`config.mk`:
```
export PLATFORM = sky130hd
export DESIGN_NAME = adc_port_device_flat
export DESIGN_NICKNAME = d
export VERILOG_FILES = /design/src/shared/adc_port_pkg.sv /design/src/shared/adc_link_if.sv /design/src/verilog/adc_port_device.sv /design/src/flat_wrapper.sv
export VERILOG_INCLUDE_DIRS = /design/src /design/src/shared
export SDC_FILE = /design/constraint.sdc
export NUM_CORES = 1
export LEC_CHECK = 0
export BUFFER_PORTS_ARGS = -buffer_cell sky130_fd_sc_hd__buf_2
export CORE_MARGIN = 3
export CORE_UTILIZATION = 40
export CTS_BUF_LIST = sky130_fd_sc_hd__clkbuf_8
export DETAILED_ROUTE_END_ITERATION = 6
export RECOVER_POWER = 50
export SLEW_MARGIN = 30
export SYNTH_ARGS = -nofsm -noshare
export SYNTH_HDL_FRONTEND = slang
export SYNTH_SLANG_ARGS = --single-unit
export TNS_END_PERCENT = 100
```
`constraint.sdc`:
```
create_clock -name ref_clk_in -period 2.6 [get_ports ref_clk_in]
set_input_delay 0.26 -clock ref_clk_in [delete_from_list [all_inputs] [get_ports ref_clk_in]]
set_output_delay 0.26 -clock ref_clk_in [all_outputs]
set_load 0.005 [all_outputs]
```
`src/shared/adc_port_consts.svh`:
```
// Notes on behaviour
// - serial clock times conversion and all transfer
// - chip select fall starts, holds, drives output
// - sixteen clocks complete one frame
// - sampler returns to track at rise 14
// - output floats at falling edge 16
// - early chip select rise aborts, floats output
// - input bits sampled on serial clock falls
// - first three input bits select register
// - control register loads at rise 15
// - sequence or range loads at fall 11
// - each output bit shifts on a fall
// - word is zero, channel, sign, result
// - leading zero appears at chip select fall
// - first channel bit at first fall
// - host captures output on falls, msb first
// - host frames every word with chip select
// - host spaces frames by whole clock periods
// - register written only when write bit set
// - host waits quiet time before next frame
`ifndef ADC_PORT_CONSTS_SVH
`define ADC_PORT_CONSTS_SVH

// frame timing, in serial clock edges
`define FRAME_EDGES 5'h10
`define TRACK_RISE 5'h0e
`define CTRL_LOAD_RISE 5'h0f
`define SR_LOAD_FALL 5'h0b

// command word fields
`define SEL_HI 15
`define SEL_LO 13
`define WE_BIT 12
`define SEL_CTRL 3'h0
`define SEL_RANGE 3'h1
`define SEL_SEQ 3'h3

// register reset values and channel field in control
`define CTRL_RESET 12'h000
`define SR_RESET 7'h00
`define CHAN_HI 11
`define CHAN_LO 10

// host register offsets
`define CMD_OFS 8'h00
`define RXD_OFS 8'h04
`define STAT_OFS 8'h08
`define STAT_BUSY 0
`define STAT_DONE 1

// host timing
`define CLK_NS 10
`define SCLK_HALF 8
`define QUIET_NS 50
`define QUIET_CYC ((`QUIET_NS + `CLK_NS - 1) / `CLK_NS)

`endif

```
`src/shared/adc_port_pkg.sv`:
```
package adc_port_pkg;

  // device frame state
  typedef enum logic [1:0] {
    D_IDLE = 2'b01,
    D_FRAME = 2'b10
  } dev_state_type;

  // host link state
  typedef enum logic [2:0] {
    H_IDLE = 3'b001,
    H_FRAME = 3'b010,
    H_QUIET = 3'b100
  } host_state_type;

  // all device state
  typedef struct packed {
    logic [2:0] sclk_sync;
    logic [2:0] cs_sync;
    logic [2:0] din_sync;
    logic sclk_f;
    logic cs_f;
    logic din_f;
    dev_state_type state;
    logic [4:0] rise_cnt;
    logic [4:0] fall_cnt;
    logic [15:0] rx;
    logic [15:0] tx;
    logic dout;
    logic dout_oe;
    logic hold;
    logic abort;
    logic [11:0] ctrl;
    logic [6:0] seq;
    logic [6:0] rng;
  } dev_regs_type;

  // all host state
  typedef struct packed {
    logic [2:0] dout_sync;
    logic dout_f;
    host_state_type state;
    logic [7:0] div;
    logic [7:0] quiet;
    logic sclk;
    logic cs_n;
    logic din;
    logic [4:0] bit_cnt;
    logic [15:0] cmd;
    logic [15:0] rx;
    logic [15:0] rxd;
    logic done;
    logic pready;
    logic pslverr;
    logic [31:0] prdata;
  } host_regs_type;

endpackage

```
`src/shared/adc_link_if.sv`:
```
interface adc_link_if;
  logic cs_n;
  logic sclk;
  logic din;
  logic dout;
  logic dout_oe;
  logic dout_line;

  // released output line idles high, as with a weak pull-up
  assign dout_line = dout_oe ? dout : 1'b1;

  modport dev (
    input cs_n,
    input sclk,
    input din,
    output dout,
    output dout_oe
  );

  modport host (
    output cs_n,
    output sclk,
    output din,
    input dout_line
  );
endinterface

```
`src/verilog/adc_port_device.sv`:
```
// The APB register port and the placing of the registers were decided locally.
`include "adc_port_consts.svh"

module adc_port_device (
  // clock, reset, enable
  input wire logic ref_clk_in,
  input wire logic arst_n_in,
  input wire logic en_in,
  // serial link
  adc_link_if.dev link,
  // converter side
  input wire logic [12:0] conv_in,
  output logic [11:0] ctrl_out,
  output logic [6:0] seq_out,
  output logic [6:0] range_out,
  output logic [1:0] chan_out,
  output logic hold_out,
  output logic abort_out
);

  adc_port_pkg::dev_regs_type r;
  adc_port_pkg::dev_regs_type n;

  // true when a command names the target with its write bit set
  function automatic logic sel_hit(input logic [2:0] sel,
                                   input logic we,
                                   input logic [2:0] target);
    sel_hit = we && (sel == target);
  endfunction

  logic sclk_fall;
  logic sclk_rise;
  logic cs_fall;
  logic cs_rise;
  logic [10:0] head;

  // next-state logic
  always_comb begin
    n = r;
    n.abort = 1'b0;
    // three-stage sampling; a level counts once stages two and three agree
    n.sclk_sync = {r.sclk_sync[1:0], link.sclk};
    n.cs_sync = {r.cs_sync[1:0], link.cs_n};
    n.din_sync = {r.din_sync[1:0], link.din};
    if (r.sclk_sync[1] == r.sclk_sync[2]) begin
      n.sclk_f = r.sclk_sync[2];
    end
    if (r.cs_sync[1] == r.cs_sync[2]) begin
      n.cs_f = r.cs_sync[2];
    end
    if (r.din_sync[1] == r.din_sync[2]) begin
      n.din_f = r.din_sync[2];
    end
    // serial clock edges pace everything, no free-running timers
    sclk_fall = r.sclk_f & ~n.sclk_f;
    sclk_rise = ~r.sclk_f & n.sclk_f;
    cs_fall = r.cs_f & ~n.cs_f;
    cs_rise = ~r.cs_f & n.cs_f;
    // first eleven received bits, including the one arriving now
    head = {r.rx[9:0], n.din_f};
    case (r.state)
      adc_port_pkg::D_IDLE: begin
        if (cs_fall) begin
          n.state = adc_port_pkg::D_FRAME;
          n.hold = 1'b1;
          n.dout_oe = 1'b1;
          n.rise_cnt = 5'h00;
          n.fall_cnt = 5'h00;
          // input is frozen by the hold, so the word is captured here
          n.tx = {1'b0, r.ctrl[`CHAN_HI:`CHAN_LO], conv_in};
          n.dout = 1'b0;
        end
      end
      adc_port_pkg::D_FRAME: begin
        if (cs_rise) begin
          // loads already past stay, later ones never happen
          n.abort = (r.fall_cnt < `FRAME_EDGES);
          n.dout_oe = 1'b0;
          n.hold = 1'b0;
          n.state = adc_port_pkg::D_IDLE;
        end else begin
          if (sclk_fall && (r.fall_cnt < `FRAME_EDGES)) begin
            n.rx = {r.rx[14:0], n.din_f};
            n.fall_cnt = r.fall_cnt + 5'h01;
            if (n.fall_cnt == `FRAME_EDGES) begin
              n.dout_oe = 1'b0;
              n.dout = 1'b0;
            end else begin
              n.dout = r.tx[14];
              n.tx = {r.tx[14:0], 1'b0};
            end
            if (n.fall_cnt == `SR_LOAD_FALL) begin
              // head[10:8] select, head[7] write, head[6:0] value
              if (sel_hit(head[10:8], head[7], `SEL_SEQ)) begin
                n.seq = head[6:0];
              end
              if (sel_hit(head[10:8], head[7], `SEL_RANGE)) begin
                n.rng = head[6:0];
              end
            end
          end
          if (sclk_rise && (r.rise_cnt < `FRAME_EDGES)) begin
            n.rise_cnt = r.rise_cnt + 5'h01;
            if (n.rise_cnt == `TRACK_RISE) begin
              n.hold = 1'b0;
            end
            // only fifteen bits are in, so the lowest control bit
            // cannot be reached and keeps its value
            if ((n.rise_cnt == `CTRL_LOAD_RISE) &&
                sel_hit(r.rx[14:12], r.rx[11], `SEL_CTRL)) begin
              n.ctrl = {r.rx[10:0], r.ctrl[0]};
            end
          end
        end
      end
      default: begin
        n.state = adc_port_pkg::D_IDLE;
        n.dout_oe = 1'b0;
        n.hold = 1'b0;
      end
    endcase
  end

  // state register; enable low freezes everything
  always_ff @(posedge ref_clk_in or negedge arst_n_in) begin
    if (!arst_n_in) begin
      r.sclk_sync <= 3'h7;
      r.cs_sync <= 3'h7;
      r.din_sync <= 3'h0;
      r.sclk_f <= 1'b1;
      r.cs_f <= 1'b1;
      r.din_f <= 1'b0;
      r.state <= adc_port_pkg::D_IDLE;
      r.rise_cnt <= 5'h00;
      r.fall_cnt <= 5'h00;
      r.rx <= 16'h0000;
      r.tx <= 16'h0000;
      r.dout <= 1'b0;
      r.dout_oe <= 1'b0;
      r.hold <= 1'b0;
      r.abort <= 1'b0;
      r.ctrl <= `CTRL_RESET;
      r.seq <= `SR_RESET;
      r.rng <= `SR_RESET;
    end else if (en_in) begin
      r <= n;
    end
  end

  // outputs straight from the state register
  assign link.dout = r.dout;
  assign link.dout_oe = r.dout_oe;
  assign ctrl_out = r.ctrl;
  assign seq_out = r.seq;
  assign range_out = r.rng;
  assign chan_out = r.ctrl[`CHAN_HI:`CHAN_LO];
  assign hold_out = r.hold;
  assign abort_out = r.abort;

endmodule

```
`src/flat_wrapper.sv`:
```
// flat-port wrapper written by rule: the top's interface ports become plain ports
module adc_port_device_flat 
  (ref_clk_in, arst_n_in, en_in, conv_in, ctrl_out, seq_out, range_out, chan_out, hold_out, abort_out, link_cs_n, link_sclk, link_din, link_dout, link_dout_oe);
  adc_link_if link_i ();
  input wire logic ref_clk_in;
  input wire logic arst_n_in;
  input wire logic en_in;
  input wire logic [12:0] conv_in;
  output logic [11:0] ctrl_out;
  output logic [6:0] seq_out;
  output logic [6:0] range_out;
  output logic [1:0] chan_out;
  output logic hold_out;
  output logic abort_out;
  input wire logic [$bits(link_i.cs_n)-1:0] link_cs_n;
  input wire logic [$bits(link_i.sclk)-1:0] link_sclk;
  input wire logic [$bits(link_i.din)-1:0] link_din;
  output wire logic [$bits(link_i.dout)-1:0] link_dout;
  output wire logic [$bits(link_i.dout_oe)-1:0] link_dout_oe;
  assign link_i.cs_n = link_cs_n;
  assign link_i.sclk = link_sclk;
  assign link_i.din = link_din;
  assign link_dout = link_i.dout;
  assign link_dout_oe = link_i.dout_oe;
  adc_port_device u_core (.ref_clk_in(ref_clk_in), .arst_n_in(arst_n_in), .en_in(en_in), .link(link_i), .conv_in(conv_in), .ctrl_out(ctrl_out), .seq_out(seq_out), .range_out(range_out), .chan_out(chan_out), .hold_out(hold_out), .abort_out(abort_out));
endmodule
```
======== Word-level counts from Yosys, hierarchy flattened ========
Cells that the tools add are included.
storage, ports and cells
  flip-flop bits (word level) ............. 84
  bits of input ports ..................... 19
  output and inout port bits .............. 32
  logic and storage cells ................. 98
cells by class
  add/subtract/negate cells ............... 2
  magnitude comparators ................... 2
  equality and inequality tests ........... 21
  muxes and demuxes ....................... 28
  bitwise gates (word level) .............. 9
  reduce and logical (&&, ||, !) cells .... 18
operator list
  kind                                                 number
  2-to-1 mux 43 bit                                    1
  2-to-1 mux 39 bit                                    1
  2-to-1 mux 12 bit                                    3
  case mux 16 bit (2 select lines)                     1
  2-to-1 mux 14 bit                                    2
  2-to-1 mux 27 bit                                    1
  2-to-1 mux 26 bit                                    1
  case mux 10 bit (2 select lines)                     1
  2-to-1 mux 18 bit                                    1
  AND reduction 6 bit                                  3
  2-to-1 mux 16 bit                                    1
  equality test 5 x 4 -> 1 bit, second input constant  3
  AND reduction 5 bit                                  3
  2-to-1 mux 7 bit                                     2
  != test 3 x 1 -> 1 bit, second input constant        4
  AND reduction 4 bit                                  3
  adder 5 x 1 -> 5 bit, second input constant          2
  < comparator 5 bit, second input constant            2
  2-to-1 mux 1 bit                                     8
  != test 2 x 1 -> 1 bit, second input constant        4
  case mux 2 bit (2 select lines)                      2
  logical AND 1 bit                                    6
  equality test 5 bit, second input constant           1
  2-to-1 mux 5 bit                                     1
  12 further kinds                                     23

======== Depth between registers and ports, before layout ========
Gate-level depths: netlist of the first run.
  depth in word-level cells ............... 8
  gate-level depth with buffers ........... 9
  depth with buffers taken out ............ 7

======== Least setup slack after synthesis of the first run ========
Ideal clock, no wire load.
  path type ............................... register to register
  start ................................... register u_core.r[75] (netlist bit)
  end ..................................... register u_core.r[36] (netlist bit)
  setup time .............................. 0.125 ns
  arrival time ............................ 2.033 ns
  required time ........................... 2.475 ns
  path slack .............................. 0.442 ns
  cell stages (with the launch flop) ...... 7
  buffers on the path ..................... 1
  period minus slack after synthesis ...... 2.158 ns
  cell sequence ........................... dfstp_2 -> or3b_1 -> a211o_4 -> nor2_4 -> o2bb2ai_4 -> buf_12 -> mux2_4
between the ends
  longest elaborated chain between the ends .. 5
  elaborated cells between the ends (all ways) .. 8
  classes of those cells .................. 2 x eq/ne; 1 x mux; 4 x bitwise; 1 x reduce/logical
ends and longest elaborated chain
  what                               RTL line                source
  from (decl)                        adc_port_device.sv:21   adc_port_pkg::dev_regs_type r;
  from (signal assigned)             adc_port_device.sv:146  r <= n;
  2-to-1 mux 1 bit                   adc_port_device.sv:48   if (r.cs_sync[1] == r.cs_sync[2]) begin
  NOT 1 bit                          adc_port_device.sv:57   cs_fall = r.cs_f & ~n.cs_f;
  AND 1 bit                          adc_port_device.sv:57
  != test 2 x 1 -> 1 bit (no line)   -
  AND reduction 6 bit (no line) (*)  -
Mark *: on every way between the ends. The rest lies on a longest branch, timed or not.
A chain may end at the register's enable or synchronous reset.

======== Worst setup path in the final report of the first run ========
  start ................................... register u_core.r[75] (netlist bit)
  end ..................................... register u_core.r[32] (netlist bit)
The elaborated chain is that of the path after synthesis.

==> results of run 1 <==
==> state kept, by name, summed over array words and instances (netlist names) <==
name	count
u_core.head	10
u_core.range_out	7
u_core.hold_out	1
u_core.seq_out	7
u_core.link.dout_oe	1
u_core.n	6
u_core.r	38
u_core.link.dout	1
u_core.abort_out	1
u_core.ctrl_out	11
==> cells by family after synthesis <==
logic type,Yosys count
DFF,83
muxes,66
and+or+nand+nor,60
AOI/OAI and AO/OA,57
buffers and inverters,56
adders and majority gates,9
xor gates and xnor gates,4
other,1
==> placed cells by master, fill, tap and decap left out, drive strengths merged, types with 3 or more instances in the layout <==
| cell type | synthesis | final |
|---|---|---|
| xnor2 | 3 | 3 |
| and2 | 3 | 3 |
| clkbuf | 2 | 17 |
| dfstp | 9 | 9 |
| clkinv | 0 | 3 |
| a22o | 14 | 14 |
| nor3 | 3 | 3 |
| buf | 39 | 50 |
| o21ai | 18 | 18 |
| and3 | 3 | 3 |
| nand2 | 19 | 19 |
| mux2 | 64 | 64 |
| nand3 | 11 | 11 |
| or3 | 4 | 4 |
| nor2 | 7 | 7 |
| ha | 8 | 8 |
| a21oi | 11 | 11 |
| inv | 15 | 17 |
| dfrtp | 74 | 74 |
==> per-stage QoR <==
step                      power [mW]  hold WS (ns)  cells  setup slack, ns
after floorplan                2.383      -0.03559    336           0.4423
after CTS                      3.378        0.1378    503           0.2821
after detailed placement       2.581        0.3307    486           0.2945
after global placement         2.545        0.3285    486           0.3131
final                          3.327        0.1515    503           0.2925
after global routing           3.549        0.1445    503           0.1618
==> final cells by class <==
class	count	area share
multi-input combinational	197	0.3736
inverter	15	0.01260
clock inverter	7	0.008401
tap	133	0.03724
sequential	83	0.4674
clock buffer	9	0.02772
timing repair buffer	59	0.07309
==> power by group <==
group	switching (mW)	internal, mW
registers	0.142	1.51
logic	0.424	0.459
clock network	0.452	0.335
total	1.02	2.31
==> per-layer routing <==
| layer | share of wire | up-vias | track usage | routed length [um] |
|---|---|---|---|---|
| met5 | 0 | - | 0 | 0 |
| met4 | 0.011 | 0 | 0.03562 | 80 |
| met3 | 0.038 | 6 | 0.03371 | 273 |
| met2 | 0.45 | 36 | 0.2078 | 3238 |
| met1 | 0.50 | 1244 | 0.1871 | 3584 |
| li1 | - | 1220 | - | - |
==> timing repair <==
action,4_1_cts,5_1_grt
hold endpoints to repair,41,0
buffers inserted,0,0
hold buffers,1,0
==> how the worst max path moves through the flow <==
| stage | cells after the start | to | start |
|---|---|---|---|
| 2_1_floorplan | 6 | u_core.r[36]$_DFFE_PN0P_ | u_core.r[75]$_DFFE_PN1P_ |
| 3_5_place_dp | 4 | u_core.r[32]$_DFFE_PN0P_ | u_core.r[75]$_DFFE_PN1P_ |
| 5_1_grt | 5 | u_core.r[70]$_DFFE_PN0P_ | u_core.n[85]$_DFFE_PN1P_ |
| 6_report | 4 | u_core.r[32]$_DFFE_PN0P_ | u_core.r[75]$_DFFE_PN1P_ |
| 3_3_place_gp | 4 | u_core.r[34]$_DFFE_PN0P_ | u_core.r[75]$_DFFE_PN1P_ |
| 4_1_cts | 4 | u_core.r[32]$_DFFE_PN0P_ | u_core.r[75]$_DFFE_PN1P_ |
==> impl_metrics.json, run 1 <==
{
  "cp_slowest_stage_delay_ns": 0.54,
  "first_iter_violations": 138,
  "synth-main-ff-cell": "dfrtp_1",
  "cts_sinks": 83,
  "rr_startpoint": "u_core.r[75]$_DFFE_PN1P_",
  "clk_root_buffer_cell": "clkbuf_8",
  "grt_pass1_vias": 2493,
  "leakage_nw": 2.162,
  "drt_wl_total_um": 7175,
  "synth_top_family_by_area": "multiplexers",
  "nets": 392,
  "core_area_um2": 9864,
  "synthTopCellsByArea": "dfrtp_1 45%, mux2_2 15%, dfstp_2 5.8%, buf_4 5.1%, mux2_4 3.3%",
  "drc": 0,
  "max_freq_mhz": 433.4,
  "async_reset_ff_frac": 1.000,
  "syn_inst": 336,
  "hold_viol_final": 0,
  "multi_input_area_um2": 1669,
  "relSlewSlack": 0.1760,
  "clk_pin_slew_ns": 0.08,
  "cts_tree": "built",
  "cts_inserted_buffers": 9,
  "cp_max_fo": 15,
  "grt_first_pass_wirelength_um": 12460,
  "critPathBufInv": 0,
  "io_buffer_count": 49,
  "min_delay_path_depth": 2,
  "fillers": 953,
  "grt_remaining_overflow": 0,
  "dieArea_um2": 11500,
  "ir_worst_vdd_mv": 0.2641,
  "seq_area_frac_synth": 0.5093,
  "synthAdderAreaFrac": 0.02685,
  "htreeDepth": 3,
  "worst_pin_slew_ns": 1.236,
  "fin_skew_ns": 0.008027,
  "num_vias": 2506,
  "fp.dieH_um": 107.2,
  "synth_nets": 363,
  "synthSimpleGateAreaFrac": 0.08178,
  "final.setup.tns_ns": 0,
  "synth-compound-area-share": 0.1001,
  "setup.worst_path.start_class": "register",
  "hold_class": "primary input to register",
  "arrival_ns": 2.54,
  "crit_chain": "or3b_1 > a211o_4 > o2bb2ai_4 > mux2_2",
  "min_period_over_period": 0.8875,
  "end_kind": "register",
  "synth-seq-cells": 83,
  "synthMuxAreaShare": 0.1889,
  "routed_via_density": 4.982,
  "max_cap_violations": 0,
  "slew_viol_final": 0,
  "grtUsageTotal": 0.1340,
  "finalInstanceArea_um2": 4468,
  "worstHoldStart": "link_din",
  "grt_max_degree": 52,
  "syn2layout_area_growth_pct": 8.972,
  "ys_types": 47,
  "seqCellArea_um2": 2088,
  "synth_edf_count": 0,
  "worstSetupPathType": "register to register",
  "placed_area_um2": 4308,
  "die_x_um": 107.2,
  "wire_per_inst_um": 14.26,
  "final_util": 0.4529,
  "reg2reg_to": "u_core.r[32]$_DFFE_PN0P_",
  "crit_family": "compound AO/OA/AOI/OAI gates",
  "synth_top_area_frac": 0.4516,
  "place.gp.congestion": 0.7493,
  "worst_path_max_delay_cell": "dfstp_2",
  "dp_hpwl_um": 4969,
  "cts_max_path_buffers": 2,
  "drive_above_1_share": 0.3784,
  "synth_xor_area_frac": 0.008544,
  "outcome": "finished clean",
  "synth_top_cell_by_area": "dfrtp_1",
  "antenna_found_initial": 0,
  "cts_resized": 0,
  "cp.required_ns": 2.83,
  "finalCriticalPeriod_ns": 2.307,
  "fp-row-count": 36,
  "initial_core_util": 0.4157,
  "r2r_slack_ns": 0.29,
  "setup_viol_count_final": 0,
  "ioPinCount": 51,
  "syn_area_per_cell_um2": 12.20,
  "drtAntennaViolNets": 0,
  "worstRegToRegCells": 4,
  "firstDrtPassIters": 4,
  "p_per_area_nw_per_um2": 744.7,
  "syn_area_um2": 4100,
  "diodes": 0,
  "clk_latency_ns": 0.34,
  "rsz0062_at_grt": "no",
  "synth_warnings": 0,
  "hold-path-endpoint": "u_core.n[78]$_DFFE_PN0P_",
  "yosysMostFrequentCell": "dfrtp_1",
  "yosys-top-cells-count": "74 x dfrtp_1, 55 x mux2_2, 28 x buf_4"
}
Note: power is estimated with default switching activity, not from simulation.
==> run 2: changes to the inputs <==
--- a/config.mk
+++ b/config.mk
@@ -7,7 +7,7 @@
 export NUM_CORES = 1
 export LEC_CHECK = 0
 export BUFFER_PORTS_ARGS = -buffer_cell sky130_fd_sc_hd__buf_2
-export CORE_MARGIN = 3
+export CORE_MARGIN = 4
 export CORE_UTILIZATION = 40
 export CTS_BUF_LIST = sky130_fd_sc_hd__clkbuf_8
 export DETAILED_ROUTE_END_ITERATION = 6
==> run 2 against run 1 <==
Net effect: wire length increased by 2.6%; first-iteration DRC count is the same; sequential power about the same; non-clock buffer count is the same; highest routed layer unchanged; core utilization rose by 0.063 points; largest cell class unchanged.
==> impl_metrics.json, run 2 (synthesized netlist as in run 1, its figures left out) <==
{
  "dieArea_um2": 11930,
  "wire_per_inst_um": 14.64,
  "p_per_area_nw_per_um2": 756.9,
  "cts_max_path_buffers": 2,
  "hold_viol_final": 0,
  "worst_path_max_delay_cell": "dfstp_2",
  "fp-row-count": 36,
  "arrival_ns": 2.55,
  "cts_inserted_buffers": 9,
  "clk_pin_slew_ns": 0.09,
  "cts_tree": "built",
  "clk_root_buffer_cell": "clkbuf_8",
  "setup_viol_count_final": 0,
  "worstSetupPathType": "register to register",
  "grt_remaining_overflow": 0,
  "num_vias": 2572,
  "fin_skew_ns": 0.01023,
  "place.gp.congestion": 0.8142,
  "rsz0062_at_grt": "no",
  "min_period_over_period": 0.8894,
  "worst_pin_slew_ns": 1.023,
  "crit_family": "compound AO/OA/AOI/OAI gates",
  "initial_core_util": 0.4157,
  "leakage_nw": 2.174,
  "max_cap_violations": 0,
  "crit_chain": "or3b_1 > a211o_4 > o2bb2ai_4 > mux2_2",
  "max_freq_mhz": 432.4,
  "top_register": "u_core.r",
  "grt_first_pass_wirelength_um": 12230,
  "routed_via_density": 5.113,
  "drc": 0,
  "ir_worst_vdd_mv": 0.3017,
  "htreeDepth": 3,
  "largest_reg_flops": 38,
  "cp_max_fo": 15,
  "critPathBufInv": 0,
  "grt_pass1_vias": 2484,
  "die_x_um": 109.2,
  "setup.worst_path.start_class": "register",
  "io_buffer_count": 49,
  "final.setup.tns_ns": 0,
  "cts_sinks": 83,
  "firstDrtPassIters": 4,
  "ioPinCount": 51,
  "drtAntennaViolNets": 0,
  "grt_max_degree": 48,
  "outcome": "finished clean",
  "drt_wl_total_um": 7363,
  "core_area_um2": 9864,
  "grtUsageTotal": 0.1309,
  "hold_class": "primary input to register",
  "slew_viol_final": 0,
  "relSlewSlack": 0.3177,
  "final_common_cell": "dfrtp_1",
  "finalInstanceArea_um2": 4474,
  "first_iter_violations": 138,
  "cts_setup_buffers": 0,
  "final_util": 0.4536,
  "dp_hpwl_um": 5086,
  "syn2layout_area_growth_pct": 9.124,
  "placed_area_um2": 4308,
  "finalCriticalPeriod_ns": 2.313,
  "nets": 392,
  "fillers": 912,
  "end_kind": "register",
  "cp_slowest_stage_delay_ns": 0.55,
  "layout_common_cells": "74 x dfrtp_1, 55 x mux2_2, 45 x buf_2",
  "cp.required_ns": 2.83,
  "antenna_found_initial": 0,
  "power_mw": 3.387,
  "diodes": 0,
  "clk_latency_ns": 0.35,
  "fp.dieH_um": 109.2,
  "drive_above_1_share": 0.3892
}
run 2: area by class of cell:
class	instances	area, um2	area share
Sequential cell	83	2088	0.4667
Timing Repair Buffer	59	315.3	0.07047
Clock inverter	6	41.29	0.009228
Clock buffer	10	137.6	0.03076
Tap cell	133	166.4	0.03719
Multi-Input combinational cell	197	1669	0.3730
Inverter	15	56.30	0.01258
run 2: power by group:
part	internal (mW)	switching, mW	leakage (nW)	total [mW]
clock	0.373	0.473	0.0901	0.846
combinational	0.455	0.423	0.996	0.878
sequential	1.51	0.148	1.09	1.66
total	2.34	1.04	2.17	3.39
run 2: stage by stage:
step                      setup WS (ns)  std cells  hold WS (ns)
after global routing            0.09364        503        0.1316
after global placement           0.3087        486        0.2525
after CTS                        0.2701        503        0.1234
after detailed placement         0.2739        486        0.2590
final                            0.2874        503        0.1368
after floorplan                  0.4423        336      -0.03559
run 2: repair_timing:
item | in CTS | in global routing
gates resized for setup | 0 | 0
endpoints found under the hold margin | 27 | 0
setup endpoints to repair | 0 | 0
hold buffers | 1 | 0
run 2: worst paths after layout:
check | start | to | slack [ns] | cells past startpoint
min in group asynchronous | arst_n_in | u_core.seq_out[3]$_DFFE_PN0P_ | 0.57 | 2
max in group asynchronous | arst_n_in | u_core.r[31]$_DFFE_PN0P_ | 0.49 | 3
max | u_core.r[75]$_DFFE_PN1P_ | u_core.r[32]$_DFFE_PN0P_ | 0.29 | 4
min | link_din | u_core.n[78]$_DFFE_PN0P_ | 0.14 | 2
min reg2reg | u_core.abort_out$_DFFE_PN0P_ | u_core.abort_out$_DFFE_PN0P_ | 0.49 | 2
max reg2reg | u_core.r[75]$_DFFE_PN1P_ | u_core.r[32]$_DFFE_PN0P_ | 0.29 | 4
run 2: metal layers:
metal | share of wire | track usage
met5 | 0 | 0
met3 | 0.044 | 0.03434
met1 | 0.48 | 0.1737
met4 | 0.014 | 0.04630
met2 | 0.46 | 0.2075
==> run 3: changes to the inputs <==
--- a/config.mk
+++ b/config.mk
@@ -11,6 +11,7 @@
 export CORE_UTILIZATION = 40
 export CTS_BUF_LIST = sky130_fd_sc_hd__clkbuf_8
 export DETAILED_ROUTE_END_ITERATION = 6
+export PLACE_DENSITY = 0.62
 export RECOVER_POWER = 50
 export SLEW_MARGIN = 30
 export SYNTH_ARGS = -nofsm -noshare
==> run 3 against run 2 <==
Net effect: clock power grew 11%; via count shrank 4.1%; flip-flop and latch count is the same; global-route usage grew 0.099 points; die area is the same; critical path type unchanged; largest power group unchanged.
==> impl_metrics.json, run 3 (synthesized netlist as in run 1, its figures left out) <==
{
  "fillers": 934,
  "cts_inserted_buffers": 9,
  "htreeDepth": 3,
  "fp-row-count": 36,
  "io_buffer_count": 49,
  "fp.dieH_um": 109.2,
  "clk_root_buffer_cell": "clkbuf_8",
  "setup.worst_path.start_class": "register",
  "cts_setup_buffers": 0,
  "p_per_area_nw_per_um2": 776.3,
  "pwr-share-comb": 0.253,
  "die_x_um": 109.2,
  "final_util": 0.4547,
  "first_iter_violations": 115,
  "layout_common_cells": "74 x dfrtp_1, 55 x mux2_2, 32 x buf_2",
  "seqCellArea_um2": 2088,
  "switching_share": 0.3045,
  "drive_above_1_share": 0.3639,
  "cp-startpoint": "u_core.r[75]$_DFFE_PN1P_",
  "max_freq_mhz": 431.0,
  "core_area_um2": 9864,
  "end_kind": "register",
  "drt_wl_total_um": 7290,
  "grt_remaining_overflow": 0,
  "arrival_ns": 2.57,
  "hold_viol_final": 0,
  "internal-power_mw": 2.422,
  "clk_pin_slew_ns": 0.09,
  "outcome": "finished clean",
  "cts_max_path_buffers": 2,
  "firstDrtPassIters": 4,
  "fin_cells": 504,
  "fin_skew_ns": 0.005883,
  "setup_viol_count_final": 0,
  "finalCriticalPeriod_ns": 2.320,
  "worstRegToRegCells": 4,
  "multi_input_area_um2": 1669,
  "min_period_over_period": 0.8923,
  "leakage_nw": 2.137,
  "final.setup.tns_ns": 0,
  "cts_tree": "built",
  "drtAntennaViolNets": 0,
  "dieArea_um2": 11930,
  "antenna_found_initial": 0,
  "grt_first_pass_wirelength_um": 12260,
  "place.gp.congestion": 0.7964,
  "grt_pass1_vias": 2461,
  "dp_cells": 487,
  "p_clk_frac": 0.271,
  "nets": 393,
  "hold_class": "primary input to register",
  "ioPinCount": 51,
  "grt_max_degree": 49,
  "reg2reg_to": "u_core.r[33]$_DFFE_PN0P_",
  "top_register": "u_core.r",
  "num_vias": 2466,
  "clk_latency_ns": 0.36,
  "cp.required_ns": 2.85,
  "grtUsageTotal": 0.1319,
  "power_frac_seq": 0.477,
  "cts_resized": 0,
  "initial_core_util": 0.4157,
  "cp-endpoint": "u_core.r[33]$_DFFE_PN0P_",
  "fin_hold_ws_ns": 0.1278,
  "worstSetupPathType": "register to register",
  "relSlewSlack": 0.2090,
  "final_common_cell": "dfrtp_1",
  "dp_hpwl_um": 4998,
  "wire_per_inst_um": 14.46,
  "largest_reg_flops": 38,
  "ir_worst_vdd_mv": 0.2808,
  "drc": 0,
  "cp_max_fo": 15,
  "syn2layout_area_growth_pct": 9.399,
  "diodes": 0,
  "rsz0062_at_grt": "no",
  "routed_via_density": 4.893,
  "rr_startpoint": "u_core.r[75]$_DFFE_PN1P_",
  "slew_viol_final": 0,
  "switchingPower_mw": 1.060,
  "r2r_slack_ns": 0.28,
  "max_cap_violations": 0,
  "worst_pin_slew_ns": 1.186,
  "cts_sinks": 83
}
[run 3: worst min path at each step]
stage,endpoint,slack [ns],cells past startpoint,startpoint
after floorplan,u_core.abort_out$_DFFE_PN0P_,-0.04,0,arst_n_in
after global placement,u_core.range_out[3]$_DFFE_PN0P_,0.30,1,arst_n_in
after detailed placement,u_core.range_out[3]$_DFFE_PN0P_,0.31,1,arst_n_in
after CTS,u_core.n[78]$_DFFE_PN0P_,0.11,2,link_din
after global routing,u_core.n[78]$_DFFE_PN0P_,0.13,2,link_din
final,u_core.n[78]$_DFFE_PN0P_,0.13,2,link_din
[run 3: final cells by class]
| cell class | count | share of cell area |
|---|---|---|
| sequential | 83 | 0.4656 |
| multi-input combinational | 197 | 0.3721 |
| timing repair buffer | 60 | 0.06862 |
| tap | 133 | 0.03710 |
| clock buffer | 9 | 0.02762 |
| clock inverter | 7 | 0.01646 |
| inverter | 15 | 0.01255 |
[run 3: repair_timing]
item	in CTS	in global routing
hold endpoints to repair	46	0
setup endpoints to repair	0	0
hold buffers	1	0
[run 3: metal layers]
layer,global-route usage,routed length (um)
met1,0.1885,3656
met2,0.1925,3231
met3,0.02724,264
met4,0.05966,137
met5,0,0
[run 3: power groups by stage]
stage	combinational [mW]	clock (mW)	sequential, mW
global route	0.981	1.02	1.70
floorplan	0.737	0	1.65
CTS	0.894	0.972	1.67
detailed placement	0.896	0	1.68
finish	0.880	0.942	1.66
global placement	0.863	0	1.68
[run 3: critical path, stage by stage, from the launching register on]
cell	delay (ns)
dfstp_2	0.55
or3b_1	0.38
a211o_4	0.41
o2bb2ai_4	0.47
mux2_2	0.40
[run 3: through the flow]
stage	worst slack, ns	instance area [um2]	power, mW
floorplan	0.4423	4100	2.383
global placement	0.3208	4303	2.540
detailed placement	0.2747	4303	2.581
CTS	0.2739	4511	3.532
global route	0.1798	4486	3.703
finish	0.2800	4486	3.482
